$ cat config.mk
export PLATFORM = sky130hd
export DESIGN_NAME = dmc_mode_ctrl
export DESIGN_NICKNAME = d
export VERILOG_FILES = /design/src/core/dmc_pkg.sv /design/src/core/dmc_cfg_if.sv /design/src/core/dmc_csync_gen.sv /design/src/core/dmc_layer_sel.sv /design/src/core/dmc_mode_ctrl.sv
export SDC_FILE = /design/constraint.sdc
export NUM_CORES = 1
export LEC_CHECK = 0
export ABC_AREA = 1
export BUFFER_PORTS_ARGS = -buffer_cell sky130_fd_sc_hd__buf_2
export CAP_MARGIN = 20
export CORE_MARGIN = 1
export CORE_UTILIZATION = 45
export DETAILED_ROUTE_END_ITERATION = 12
export GPL_ROUTABILITY_DRIVEN = 0
export PLACE_DENSITY = 0.71
export SLEW_MARGIN = 10
export SYNTH_ARGS = -nofsm -noshare
export SYNTH_HDL_FRONTEND = slang
export SYNTH_SLANG_ARGS = --single-unit
$ cat constraint.sdc
create_clock -name pclk -period 3.2 [get_ports pclk]
set_input_delay 0.48 -clock pclk [delete_from_list [all_inputs] [get_ports pclk]]
set_output_delay 0.48 -clock pclk [all_outputs]
set_load 0.02 [all_outputs]
$ cat src/core/dmc_pkg.sv
package dmc_pkg;
  // Register byte offsets on the APB slave
  localparam logic [7:0]  OFS_MODE      = 8'h00;
  localparam logic [7:0]  OFS_EQW       = 8'h04;
  localparam logic [7:0]  OFS_SPW       = 8'h08;
  localparam logic [7:0]  OFS_SYNC      = 8'h0C;
  localparam logic [7:0]  OFS_HALF      = 8'h10;
  localparam logic [7:0]  OFS_STAT      = 8'h14;
  // Display mode register field positions
  localparam int          BIT_VIDEO_SWITCH_PIN_DISABLE      = 12;
  localparam int          BIT_PRI_HI    = 11;
  localparam int          BIT_VIDEO_WINDOW_FORMAT_SELECT      = 10;
  localparam int          BIT_FOREGROUND_HALF_OFFSET      = 9;
  localparam int          BIT_FIELD_POLARITY_SELECT      = 8;
  localparam int          BIT_CSY_HI    = 7;
  localparam int          BIT_CSY_LO    = 6;
  localparam int          BIT_PRI_LO    = 5;
  localparam logic [15:0] MODE_WMASK    = 16'h1FE0;
  localparam logic [15:0] MODE_CSY_MASK = 16'h00C0;
  localparam logic [15:0] MODE_RESET    = 16'h0000;
  // Composite sync codes and sync source modes
  localparam logic [1:0]  CS_XOR        = 2'h0;
  localparam logic [1:0]  CS_THREE      = 2'h2;
  localparam logic [1:0]  CS_HALF       = 2'h3;
  localparam logic [1:0]  SM_MASTER     = 2'h0;
  localparam logic [1:0]  SM_TV         = 2'h2;
  localparam logic [1:0]  SYNC_RESET    = 2'h2;
  // Pulse train lengths in half rasters
  localparam logic [3:0]  HALVES_THREE  = 4'h6;
  localparam logic [3:0]  HALVES_HALF   = 4'h5;
  // Half raster length default: time and derived cycles
  localparam int          CLK_PERIOD_NS = 10;
  localparam int          HALF_RASTER_NS = 32000;
  localparam logic [15:0] HALF_RESET    = 16'(HALF_RASTER_NS / CLK_PERIOD_NS);
  // Layer identifiers and stacking orders, top layer in the low bits
  localparam logic [2:0]  LYR_CUR1      = 3'h0;
  localparam logic [2:0]  LYR_CUR2      = 3'h1;
  localparam logic [2:0]  LYR_FG        = 3'h2;
  localparam logic [2:0]  LYR_VIDEO     = 3'h3;
  localparam logic [2:0]  LYR_BG        = 3'h4;
  localparam logic [2:0]  LYR_NONE      = 3'h7;
  localparam logic [14:0] PRIO_ORDER_00 = {LYR_BG, LYR_VIDEO, LYR_FG, LYR_CUR2, LYR_CUR1};
  localparam logic [14:0] PRIO_ORDER_10 = {LYR_BG, LYR_CUR2, LYR_VIDEO, LYR_FG, LYR_CUR1};
  localparam logic [14:0] PRIO_ORDER_11 = {LYR_BG, LYR_CUR2, LYR_CUR1, LYR_VIDEO, LYR_FG};
  localparam logic [10:0] FG_START_HALF = 11'h200;
  localparam logic [10:0] FG_START_ZERO = 11'h000;
endpackage

$ cat src/core/dmc_cfg_if.sv
`timescale 1ns/1ps
interface dmc_cfg_if;
  logic [1:0]  csync_mode;
  logic [1:0]  sync_mode;
  logic [1:0]  prio;
  logic        foreground_half_offset;
  logic [15:0] eq_w;
  logic [15:0] sp_w;
  logic [15:0] half_len;
  modport ctl (output csync_mode, sync_mode, prio, foreground_half_offset, eq_w, sp_w, half_len);
  modport use_cfg (input csync_mode, sync_mode, prio, foreground_half_offset, eq_w, sp_w, half_len);
endinterface

$ cat src/core/dmc_csync_gen.sv
`timescale 1ns/1ps
module dmc_csync_gen
  import dmc_pkg::*;
(
  input  wire logic pclk,         // Display clock
  input  wire logic presetn,      // Async reset, active low
  dmc_cfg_if.use_cfg cfg,         // Mode settings
  input  wire logic hs_n,         // Effective horizontal sync
  input  wire logic vs_n,         // Effective vertical sync
  output logic      csync_n,      // Composite sync, registered
  output logic      train_active  // Equalizing or separation in progress
);
  typedef enum logic [2:0] {ST_HSYNC, ST_DELAY, ST_EQ1, ST_SEP, ST_EQ2} dmc_cs_state_t;
  dmc_cs_state_t st_r;
  logic          vs_d_r;
  logic [15:0]   pos_r;
  logic [3:0]    cnt_r;
  logic          vfall;
  logic          half_end;
  logic [3:0]    halves;
  logic          cs_nxt;

  assign vfall    = vs_d_r & ~vs_n;
  assign half_end = (pos_r >= cfg.half_len - 16'h0001);
  assign halves   = (cfg.csync_mode == CS_HALF) ? HALVES_HALF : HALVES_THREE;

  // Half raster position, realigned at vertical sync fall
  always_ff @(posedge pclk or negedge presetn) begin
    if (!presetn) begin
      vs_d_r <= 1'b1;
      pos_r  <= 16'h0000;
    end else begin
      vs_d_r <= vs_n;
      pos_r  <= (vfall || half_end) ? 16'h0000 : pos_r + 16'h0001;
    end
  end

  always_ff @(posedge pclk or negedge presetn) begin
    if (!presetn) begin
      st_r  <= ST_HSYNC;
      cnt_r <= 4'h0;
    end else if (!cfg.csync_mode[1]) begin
      st_r  <= ST_HSYNC;
      cnt_r <= 4'h0;
    end else if (vfall) begin
      st_r  <= (cfg.csync_mode == CS_HALF) ? ST_DELAY : ST_EQ1;
      cnt_r <= 4'h0;
    end else if (half_end && st_r != ST_HSYNC) begin
      if (st_r == ST_DELAY || cnt_r == halves - 4'h1) begin
        cnt_r <= 4'h0;
        case (st_r)
          ST_DELAY: st_r <= ST_EQ1;
          ST_EQ1:   st_r <= ST_SEP;
          ST_SEP:   st_r <= ST_EQ2;
          default:  st_r <= ST_HSYNC;
        endcase
      end else begin
        cnt_r <= cnt_r + 4'h1;
      end
    end
  end

  always_comb begin
    cs_nxt = hs_n;
    if (cfg.sync_mode != SM_MASTER) begin
      cs_nxt = 1'b1;
    end else if (cfg.csync_mode == CS_XOR) begin
      cs_nxt = ~(hs_n ^ vs_n);
    end else if (cfg.csync_mode[1]) begin
      case (st_r)
        ST_EQ1, ST_EQ2: cs_nxt = (pos_r >= cfg.eq_w);
        ST_SEP:         cs_nxt = (pos_r >= cfg.half_len - cfg.sp_w);
        default:        cs_nxt = hs_n;
      endcase
    end
  end

  // Registered composite sync
  always_ff @(posedge pclk or negedge presetn) begin
    if (!presetn) begin
      csync_n      <= 1'b1;
      train_active <= 1'b0;
    end else begin
      csync_n      <= cs_nxt;
      train_active <= (st_r == ST_EQ1) || (st_r == ST_SEP) || (st_r == ST_EQ2);
    end
  end
endmodule

$ cat src/core/dmc_layer_sel.sv
`timescale 1ns/1ps
module dmc_layer_sel
  import dmc_pkg::*;
(
  input  wire logic       pclk,       // Display clock
  input  wire logic       presetn,    // Async reset, active low
  dmc_cfg_if.use_cfg      cfg,        // Mode settings
  input  wire logic [4:0] layer_hit,  // Opaque pixel per layer
  output logic [2:0]      top_layer,  // Visible layer, registered
  output logic [10:0]     fg_x_start  // Foreground screen 1 start x
);
  logic [14:0] order;
  logic [2:0]  pick;

  always_comb begin
    case (cfg.prio)
      2'h2:    order = PRIO_ORDER_10;
      2'h3:    order = PRIO_ORDER_11;
      default: order = PRIO_ORDER_00;
    endcase
    pick = LYR_NONE;
    for (int i = 4; i >= 0; i--) begin
      if (layer_hit[order[i*3 +: 3]]) begin
        pick = order[i*3 +: 3];
      end
    end
  end

  // Registered layer choice and start offset
  always_ff @(posedge pclk or negedge presetn) begin
    if (!presetn) begin
      top_layer  <= LYR_NONE;
      fg_x_start <= FG_START_ZERO;
    end else begin
      top_layer  <= pick;
      fg_x_start <= cfg.foreground_half_offset ? FG_START_HALF : FG_START_ZERO;
    end
  end
endmodule

$ cat src/core/dmc_mode_ctrl.sv
// Summary of operation
// - Reset clears mode bits except composite sync
// - Bit 12 set disables video switch pin
// - Video switch pin picks external or own video
// - Bit 10 selects RGB or YC window data
// - Bit 9 starts foreground 1 at x 512
// - Bit 8 selects field signal polarity
// - Code 00 gives vsync xor hsync; 01 prohibited
// - Code 10: three-raster equalize, separate, equalize
// - Code 11: half-raster delay, 2.5-raster trains
// - Priority field is bit 11 over bit 5
// - Priority 00: cursors, foreground, video, background
// - Sync mode 10 inputs signals, composite held high
`timescale 1ns/1ps
module dmc_mode_ctrl
  import dmc_pkg::*;
#(
  parameter logic [15:0] HALF_DEFAULT = HALF_RESET
) (
  input  wire logic        pclk,                        // Display clock, 100 MHz
  input  wire logic        presetn,                     // Async reset, active low
  input  wire logic [7:0]  paddr,                       // APB byte address
  input  wire logic        psel,                        // APB select
  input  wire logic        penable,                     // APB access phase
  input  wire logic        pwrite,                      // APB write
  input  wire logic [31:0] pwdata,                      // APB write data
  output logic      [31:0] prdata,                      // APB read data
  output logic             pready,                      // APB ready
  output logic             pslverr,                     // APB error on unmapped address
  input  wire logic        int_hsync_n,                 // Master raster hsync
  input  wire logic        int_vsync_n,                 // Master raster vsync
  input  wire logic        int_first_field,             // Master raster first field
  input  wire logic        hsync_pin_i,                 // Hsync pin level
  output logic             hsync_pin_o,                 // Hsync pin drive
  output logic             hsync_pin_oe,                // Hsync pin enable
  input  wire logic        vsync_pin_i,                 // Vsync pin level
  output logic             vsync_pin_o,                 // Vsync pin drive
  output logic             vsync_pin_oe,                // Vsync pin enable
  input  wire logic        odd_even_field_signal_i,     // Field pin level
  output logic             odd_even_field_signal_o,     // Field pin drive
  output logic             odd_even_field_signal_oe,    // Field pin enable
  output logic             csync_n,                     // Composite sync, active low
  input  wire logic        display_active,              // Own colour output shown
  output logic             video_switch_pin_o,          // Video switch drive
  output logic             video_switch_pin_oe,         // Video switch enable
  input  wire logic [4:0]  layer_hit,                   // Opaque pixel per layer
  output logic      [2:0]  top_layer,                   // Visible layer
  output logic      [10:0] fg_x_start,                  // Foreground 1 start x
  output logic             video_window_format_select   // 1 means YC source data
);
  dmc_cfg_if cfg ();

  logic [15:0] mode_r;
  logic [1:0]  csy_r;
  logic [15:0] eqw_r;
  logic [15:0] spw_r;
  logic [15:0] half_r;
  logic [1:0]  sync_r;
  logic [2:0]  pin_in;
  logic [2:0]  s1_r;
  logic [2:0]  s2_r;
  logic [2:0]  s3_r;
  logic [2:0]  filt_r;
  logic        hs_eff;
  logic        vs_eff;
  logic        train_active;
  logic        setup;
  logic        wr_go;
  logic        mapped;
  logic [31:0] rd_nxt;
  logic [15:0] mode_view;
  logic        master;

  assign setup     = psel & ~penable;
  assign wr_go     = psel & penable & pready & pwrite & ~pslverr;
  assign master    = (sync_r == SM_MASTER);
  assign mode_view = (mode_r & ~MODE_CSY_MASK) | {8'h00, csy_r, 6'h00};

  // Address decode of mapped registers
  always_comb begin
    case (paddr)
      OFS_MODE, OFS_EQW, OFS_SPW, OFS_SYNC, OFS_HALF, OFS_STAT: mapped = 1'b1;
      default: mapped = 1'b0;
    endcase
  end

  always_ff @(posedge pclk or negedge presetn) begin
    if (!presetn) begin
      mode_r <= MODE_RESET;
    end else if (wr_go && paddr == OFS_MODE) begin
      mode_r <= pwdata[15:0] & MODE_WMASK & ~MODE_CSY_MASK;
    end
  end

  always_ff @(posedge pclk) begin
    if (wr_go && paddr == OFS_MODE) begin
      csy_r <= pwdata[BIT_CSY_HI:BIT_CSY_LO];
    end
  end

  // Pulse widths, half raster length and sync source mode
  always_ff @(posedge pclk or negedge presetn) begin
    if (!presetn) begin
      eqw_r  <= 16'h0000;
      spw_r  <= 16'h0000;
      half_r <= HALF_DEFAULT;
      sync_r <= SYNC_RESET;
    end else if (wr_go) begin
      case (paddr)
        OFS_EQW:  eqw_r  <= pwdata[15:0];
        OFS_SPW:  spw_r  <= pwdata[15:0];
        OFS_HALF: half_r <= pwdata[15:0];
        OFS_SYNC: sync_r <= pwdata[1:0];
        default:  ;
      endcase
    end
  end

  // Read mux, sampled in the setup cycle
  always_comb begin
    case (paddr)
      OFS_MODE: rd_nxt = {16'h0000, mode_view};
      OFS_EQW:  rd_nxt = {16'h0000, eqw_r};
      OFS_SPW:  rd_nxt = {16'h0000, spw_r};
      OFS_HALF: rd_nxt = {16'h0000, half_r};
      OFS_SYNC: rd_nxt = {30'h00000000, sync_r};
      OFS_STAT: rd_nxt = {27'h0000000, train_active, csync_n, filt_r};
      default:  rd_nxt = 32'h00000000;
    endcase
  end

  // APB answer one cycle after setup
  always_ff @(posedge pclk or negedge presetn) begin
    if (!presetn) begin
      pready  <= 1'b0;
      pslverr <= 1'b0;
      prdata  <= 32'h00000000;
    end else begin
      pready  <= setup;
      pslverr <= setup & ~mapped;
      if (setup) begin
        prdata <= pwrite ? 32'h00000000 : rd_nxt;
      end
    end
  end

  // Configuration toward the sub-blocks
  // priority field assembly
  assign cfg.prio       = {mode_r[BIT_PRI_HI], mode_r[BIT_PRI_LO]};
  assign cfg.csync_mode = csy_r;
  assign cfg.sync_mode  = sync_r;
  assign cfg.foreground_half_offset       = mode_r[BIT_FOREGROUND_HALF_OFFSET];
  assign cfg.eq_w       = eqw_r;
  assign cfg.sp_w       = spw_r;
  assign cfg.half_len   = half_r;

  // Three stage pin synchronisers, change taken when stages two and three agree
  assign pin_in = {odd_even_field_signal_i, vsync_pin_i, hsync_pin_i};
  generate
    for (genvar g = 0; g < 3; g++) begin : g_sync
      always_ff @(posedge pclk or negedge presetn) begin
        if (!presetn) begin
          s1_r[g]   <= 1'b1;
          s2_r[g]   <= 1'b1;
          s3_r[g]   <= 1'b1;
          filt_r[g] <= 1'b1;
        end else begin
          s1_r[g] <= pin_in[g];
          s2_r[g] <= s1_r[g];
          s3_r[g] <= s2_r[g];
          if (s2_r[g] == s3_r[g]) begin
            filt_r[g] <= s3_r[g];
          end
        end
      end
    end
  endgenerate

  assign hs_eff = master ? int_hsync_n : filt_r[0];
  assign vs_eff = master ? int_vsync_n : filt_r[1];

  // pins driven only in master mode
  always_ff @(posedge pclk or negedge presetn) begin
    if (!presetn) begin
      hsync_pin_o              <= 1'b1;
      hsync_pin_oe             <= 1'b0;
      vsync_pin_o              <= 1'b1;
      vsync_pin_oe             <= 1'b0;
      odd_even_field_signal_o  <= 1'b0;
      odd_even_field_signal_oe <= 1'b0;
    end else begin
      hsync_pin_o              <= int_hsync_n;
      hsync_pin_oe             <= master;
      vsync_pin_o              <= int_vsync_n;
      vsync_pin_oe             <= master;
      odd_even_field_signal_o  <= ~(int_first_field ^ mode_r[BIT_FIELD_POLARITY_SELECT]);
      odd_even_field_signal_oe <= master;
    end
  end

  // Video switch pin and window format
  always_ff @(posedge pclk or negedge presetn) begin
    if (!presetn) begin
      video_switch_pin_o         <= 1'b0;
      video_switch_pin_oe        <= 1'b0;
      video_window_format_select <= 1'b0;
    end else begin
      video_switch_pin_o         <= display_active;
      video_switch_pin_oe        <= ~mode_r[BIT_VIDEO_SWITCH_PIN_DISABLE];
      video_window_format_select <= mode_r[BIT_VIDEO_WINDOW_FORMAT_SELECT];
    end
  end

  dmc_csync_gen u_csync (
    .pclk         (pclk),
    .presetn      (presetn),
    .cfg          (cfg.use_cfg),
    .hs_n         (hs_eff),
    .vs_n         (vs_eff),
    .csync_n      (csync_n),
    .train_active (train_active)
  );

  dmc_layer_sel u_layer (
    .pclk       (pclk),
    .presetn    (presetn),
    .cfg        (cfg.use_cfg),
    .layer_hit  (layer_hit),
    .top_layer  (top_layer),
    .fg_x_start (fg_x_start)
  );
endmodule

# After elaboration in Yosys (flattened, before gate mapping)
# Cells that the tools add are included.
# totals
out_inout_bits	58
elab_cells	140
input_bits	57
register_bits	151
# classes
order_cmp	8
eq_ne	18
bitwise_logic	17
reduce_logical	18
n_addsub	5
n_mux	38
# ops
op	count
16-bit one-hot mux with 6 select lines	1
16-bit greater-or-equal comparator	3
32-bit two-way mux	1
3-bit two-way mux	8
11-bit one-hot mux with 2 select lines	1
16-bit by 1-bit adder with 16-bit output, second input constant	1
8-bit by 4-bit == test with 1-bit output, second input constant	2
8-bit by 5-bit == test with 1-bit output, second input constant	2
16-bit two-way mux	1
4-bit two-way mux	4
16-bit by 1-bit subtractor with 16-bit output, second input constant	1
16-bit subtractor	1
1-bit binary-select mux with 3-bit select	5
13-bit by 8-bit OR with 13-bit output	1
3-bit by 4-bit < comparator with 1-bit output, second input constant	3
1-bit two-way mux	11
10-bit two-way mux	1
2-bit AND reduction	5
3-bit one-hot mux with 3 select lines	1
8-bit by 3-bit == test with 1-bit output, second input constant	1
8-bit logical NOT	1
1-bit bitwise AND	7
1-bit NOT	7
2-bit == test, second input constant	3
20 further kinds	32

# Logic depth before layout (Yosys ltp)
# depth
depth_word	9
ltp_mapped	21
ltp_nobuf	21

# Hierarchy
# From an unflattened synthesis, not the netlist that was laid out.
# hier_totals
cells_unflattened	1027
area_unflattened_um2	8132.8
# modules_own_cells
mod	cells_each	seq_area_each_um2	area_each_um2	instances
dmc_mode_ctrl	450	2409.8	4161.5	1
dmc_csync_gen	526	653.1	3633.5	1
dmc_layer_sel	51	103.8	337.8	1

# Worst setup path before layout
# No wires, ideal clock.
# synth_timing
path_kind	reg-to-reg
from	register half_r[0], in the netlist cfg.half_len[0]
to	register u_csync.csync_n
slack_ns	0.455
period_less_slack_ns	2.745
n_path_buf	0
arrival_ns	2.663
setup_ns	0.082
required_ns	3.118
path_stages_with_launch	20
cell_sequence	dfrtp_1 -> inv_1 -> ha_1 -> inv_1 -> fa_1 -> nand3_1 -> nand2_1 -> a21boi_0 -> o21ai_0 -> a21oi_1 -> xor2_1 -> ha_1 -> nand2_1 -> o21ai_0 -> a21oi_1 -> nand2_1 -> nand2_1 -> nand2_1 -> nand2_1 -> nand3_1
# synth_via
elab_chain_len	6
# synth_lines
element	line	source
start, declared	dmc_mode_ctrl.sv:57	logic [15:0] half_r;
start signal, assigned	dmc_mode_ctrl.sv:112	OFS_HALF: half_r <= pwdata[15:0];
16-bit subtractor	dmc_csync_gen.sv:72	ST_SEP: cs_nxt = (pos_r >= cfg.half_len - cfg.sp_w);
16-bit greater-or-equal comparator	dmc_csync_gen.sv:72	
1-bit one-hot mux with 2 select lines	dmc_csync_gen.sv:70	case (st_r)
1-bit two-way mux	dmc_csync_gen.sv:69	end else if (cfg.csync_mode[1]) begin
1-bit two-way mux	dmc_csync_gen.sv:67	end else if (cfg.csync_mode == CS_XOR) begin
1-bit two-way mux	dmc_csync_gen.sv:65	if (cfg.sync_mode != SM_MASTER) begin
via u_csync.cs_nxt	dmc_csync_gen.sv:21	logic cs_nxt;
end signal, assigned	dmc_csync_gen.sv:84	csync_n <= cs_nxt;
end, declared	dmc_csync_gen.sv:10	output logic csync_n,
# The timed path passes the listed nets, and every way through them passes these cells.
# A chain may end at the register's enable or synchronous reset.

# Worst setup path after layout
# layout_timing
from	register half_r[1], in the netlist cfg.half_len[1]
to	register u_csync.st_r[2]
# layout_via
elab_chain_len	5
# layout_lines
element	line	source
16-bit by 1-bit subtractor with 16-bit output	dmc_csync_gen.sv:24	assign half_end = (pos_r >= cfg.half_len - 16'h0001);
16-bit greater-or-equal comparator	dmc_csync_gen.sv:24	
1-bit logical AND	dmc_csync_gen.sv:48	end else if (half_end && st_r != ST_HSYNC) begin
3-bit by 1-bit != test with 1-bit output (no line)	--	
2-bit AND reduction (no line)	--	
end signal, assigned	dmc_csync_gen.sv:46	st_r <= (cfg.csync_mode == CS_HALF) ? ST_DELAY : ST_EQ1;
end, declared	dmc_csync_gen.sv:14	dmc_cs_state_t st_r;
# No other way between the ends.

==> flow_summary.json <==
{
  "netlist_area_um2": 7920,
  "io_pins": 115,
  "cp_common_cell": "nand2_1",
  "initial_core_util_pct": 45.9,
  "first_iter_violations": 425,
  "root_buffer": "clkbuf_16",
  "drt-vias-per-instance": 4.99,
  "period_needed_ns": 3.00,
  "synth.distinct_cells": 44,
  "drc": 0,
  "grt_max_degree": 60,
  "yosysTopAreaCell": "dfrtp_1",
  "htreeDepth": 4,
  "ys.flop_type": "dfrtp_1",
  "cts_hold_buf": 0,
  "clk_latency_ns": 0.42,
  "seq_area_frac_synth_pct": 40.0,
  "cpMaxStageDelayCell": "dfrtp_2",
  "first_pass_iters": 5,
  "placeableCoreArea_um2": 17200,
  "ant_nets": 0,
  "grt_pass1_vias": 6225,
  "cp_cell_sequence": "inv_1 > ha_2 > nand2_2 > nor3_4 > nand2_2 > inv_1 > nand3_1 > nor3_2 > xor2_1 > ha_1 > nand4_1 > nor3_2 > nand2_1 > nand2_1 > nand2_1 > nand2_4 > nand2_1 > nand2_1 > nand2_1",
  "end_kind": "flip-flop",
  "final_area_um2": 9090,
  "holdWs_ns": 0.117,
  "worst_pin_slew_ns": 0.773,
  "antenna_cells": 0,
  "grt_pass1_wl_mm": 30.1,
  "power.density_nw_per_um2": 450,
  "fin_crit_sh_pct": 93.9,
  "syn_avg_cell_area_um2": 8.08,
  "worst-path-buf-inv": 2,
  "clock_path_buffers": 2,
  "dpl_worst_slack_ns": 0.123,
  "dieArea_um2": 18100,
  "layout_common_cells": "nand2_1, inv_1, dfrtp_1",
  "synthArstFlopShare_pct": 98.4,
  "post_dp_cell_area_um2": 8420,
  "criticalPathCategory": "reg2reg",
  "syn_to_final_growth_pct": 14.8,
  "critPathLaunchType": "flip-flop",
  "wl_mm": 17.7,
  "hold_path_class": "in2async",
  "cts_tree": "yes",
  "report.final.slew_viol_count": 0,
  "setup_violations": 0,
  "ys_ff_latch": 125,
  "syn_inst": 980,
  "final_common_cell": "nand2_1",
  "fin_ws_ns": 0.195,
  "vias": 6505,
  "drive_gt1_share_pct": 18.2,
  "fp.dieW_um": 135,
  "fp-row-count": 48,
  "path_max_fanout": 6,
  "max_clock_freq_mhz": 333,
  "die_height_um": 135,
  "max_stage_delay_ns": 0.42,
  "fin_setup_tns_ns": 0,
  "final_net_count": 1189,
  "hold_viol": 0,
  "reg2regPathDepth": 19,
  "leakage_nw": 4.67,
  "grt-ovfl-total": 0,
  "final_core_util_pct": 52.7,
  "yosysTopAreaCellShare_pct": 31.6,
  "synth_area_leaders": "dfrtp_1, nand2_1, ha_1",
  "cp_num_cells": 19,
  "clk_pin_slew_ns": 0.06,
  "antenna_found_initial": 0,
  "hpwl_mm": 13.2,
  "instances_no_fill": 1303,
  "vdd_drop_max_v": 0.000329,
  "grt_util_all_layers_pct": 21.2,
  "synth-edff-count": 2,
  "worstPathArrival_ns": 3.31,
  "crit_family": "simple AND/OR/NAND/NOR gates",
  "drv_cap": 0,
  "worstPathRequired_ns": 3.51,
  "maxSlewHeadroom_pct": 48.3,
  "run_status": "completed",
  "finClkSkew_ns": 0.00619,
  "cts_buffers": 17,
  "wire_per_inst_um": 13.6,
  "port_buffers": 72,
  "cts_num_sinks": 125,
  "dp_cells": 1268,
  "ys.warnings.count": 0,
  "fin_total_pwr_mw": 4.09
}
repair_timing:
| item | CTS | global route |
|---|---|---|
| resized for setup | 0 | 17 |
| buffers inserted | 0 | 3 |
| setup endpoints to repair | 0 | 13 |
worst paths after layout:
| check | to | from | slack (ns) |
|---|---|---|---|
| worst max-delay path | u_csync.st_r[2] | cfg.half_len[1] | 0.20 |
| worst min-delay path | u_csync.cnt_r[2] | presetn | 0.12 |
| worst max register to register | u_csync.st_r[2] | cfg.half_len[1] | 0.20 |
| worst min register to register | s2_r[0] | s1_r[0] | 0.36 |
| max in group asynchronous | u_layer.top_layer[2] | presetn | 2.30 |
| min in group pclk | s1_r[2] | odd_even_field_signal_i | 0.15 |
power breakdown:
| part | internal (mW) | switching (mW) |
|---|---|---|
| Sequential | 1.64 | 0.0507 |
| Combinational | 0.167 | 0.286 |
| Clock | 1.24 | 0.706 |
Yosys cell counts (2+ instances only):
master and count:
o211ai_1 2, nand2_2 8, o21ai_1 40, o21a_1 2, o21ai_2 20, buf_6 4
nand3_1 37, xnor2_1 12, nor4_1 6, xor2_1 24, ha_1 66, maj3_1 3
o221ai_1 2, nand4_1 6, dfstp_2 23, buf_4 34, nor3b_1 4, dfrtp_1 100
a21oi_1 43, o21bai_1 4, nand2_1 268, nor3_1 17, inv_1 124, nor2_2 4
a21boi_0 2, nor3_2 4, o21ai_0 29, nor3_4 4, a31oi_1 2, edfxtp_1 2
inv_2 6, buf_2 5, nor2_1 55, o2111ai_1 8
routing by layer:
metal / part of all wire, % / track usage [%]
met2: 48 / 35.4
met4: 1.6 / 6.87
met3: 3.2 / 3.64
met1: 47 / 28.0
met5: 0 / 0
state kept, by name, indices dropped and copies added, names as in the netlist, 3 cells and up:
signal	count
u_csync.cnt_r	4
cfg.half_len	16
s3_r	3
s2_r	3
filt_r	3
s1_r	3
u_layer.top_layer	3
prdata	16
cfg.sp_w	16
u_csync.st_r	3
mode_r	6
u_csync.pos_r	16
cfg.eq_w	16
cell families after synthesis:
kind of cell / synth area share, %
and+or+nand+nor: 22.7
buffers and inverters: 10.4
AOI/OAI and AO/OA: 11.8
DFF: 40.0
adders and majority gates: 11.1
xor gates and xnor gates: 3.98
other: 0.0474
layout make-up:
cell class / instances / area (um2)
clock buffer: 22 / 454
clock inverter: 10 / 141
fill: 1550 / 8150
inverter: 131 / 493
multi-input combinational: 705 / 4070
sequential: 125 / 3170
tap: 225 / 282
timing repair buffer: 85 / 485
No activity file was read; power rests on OpenSTA's default activity.
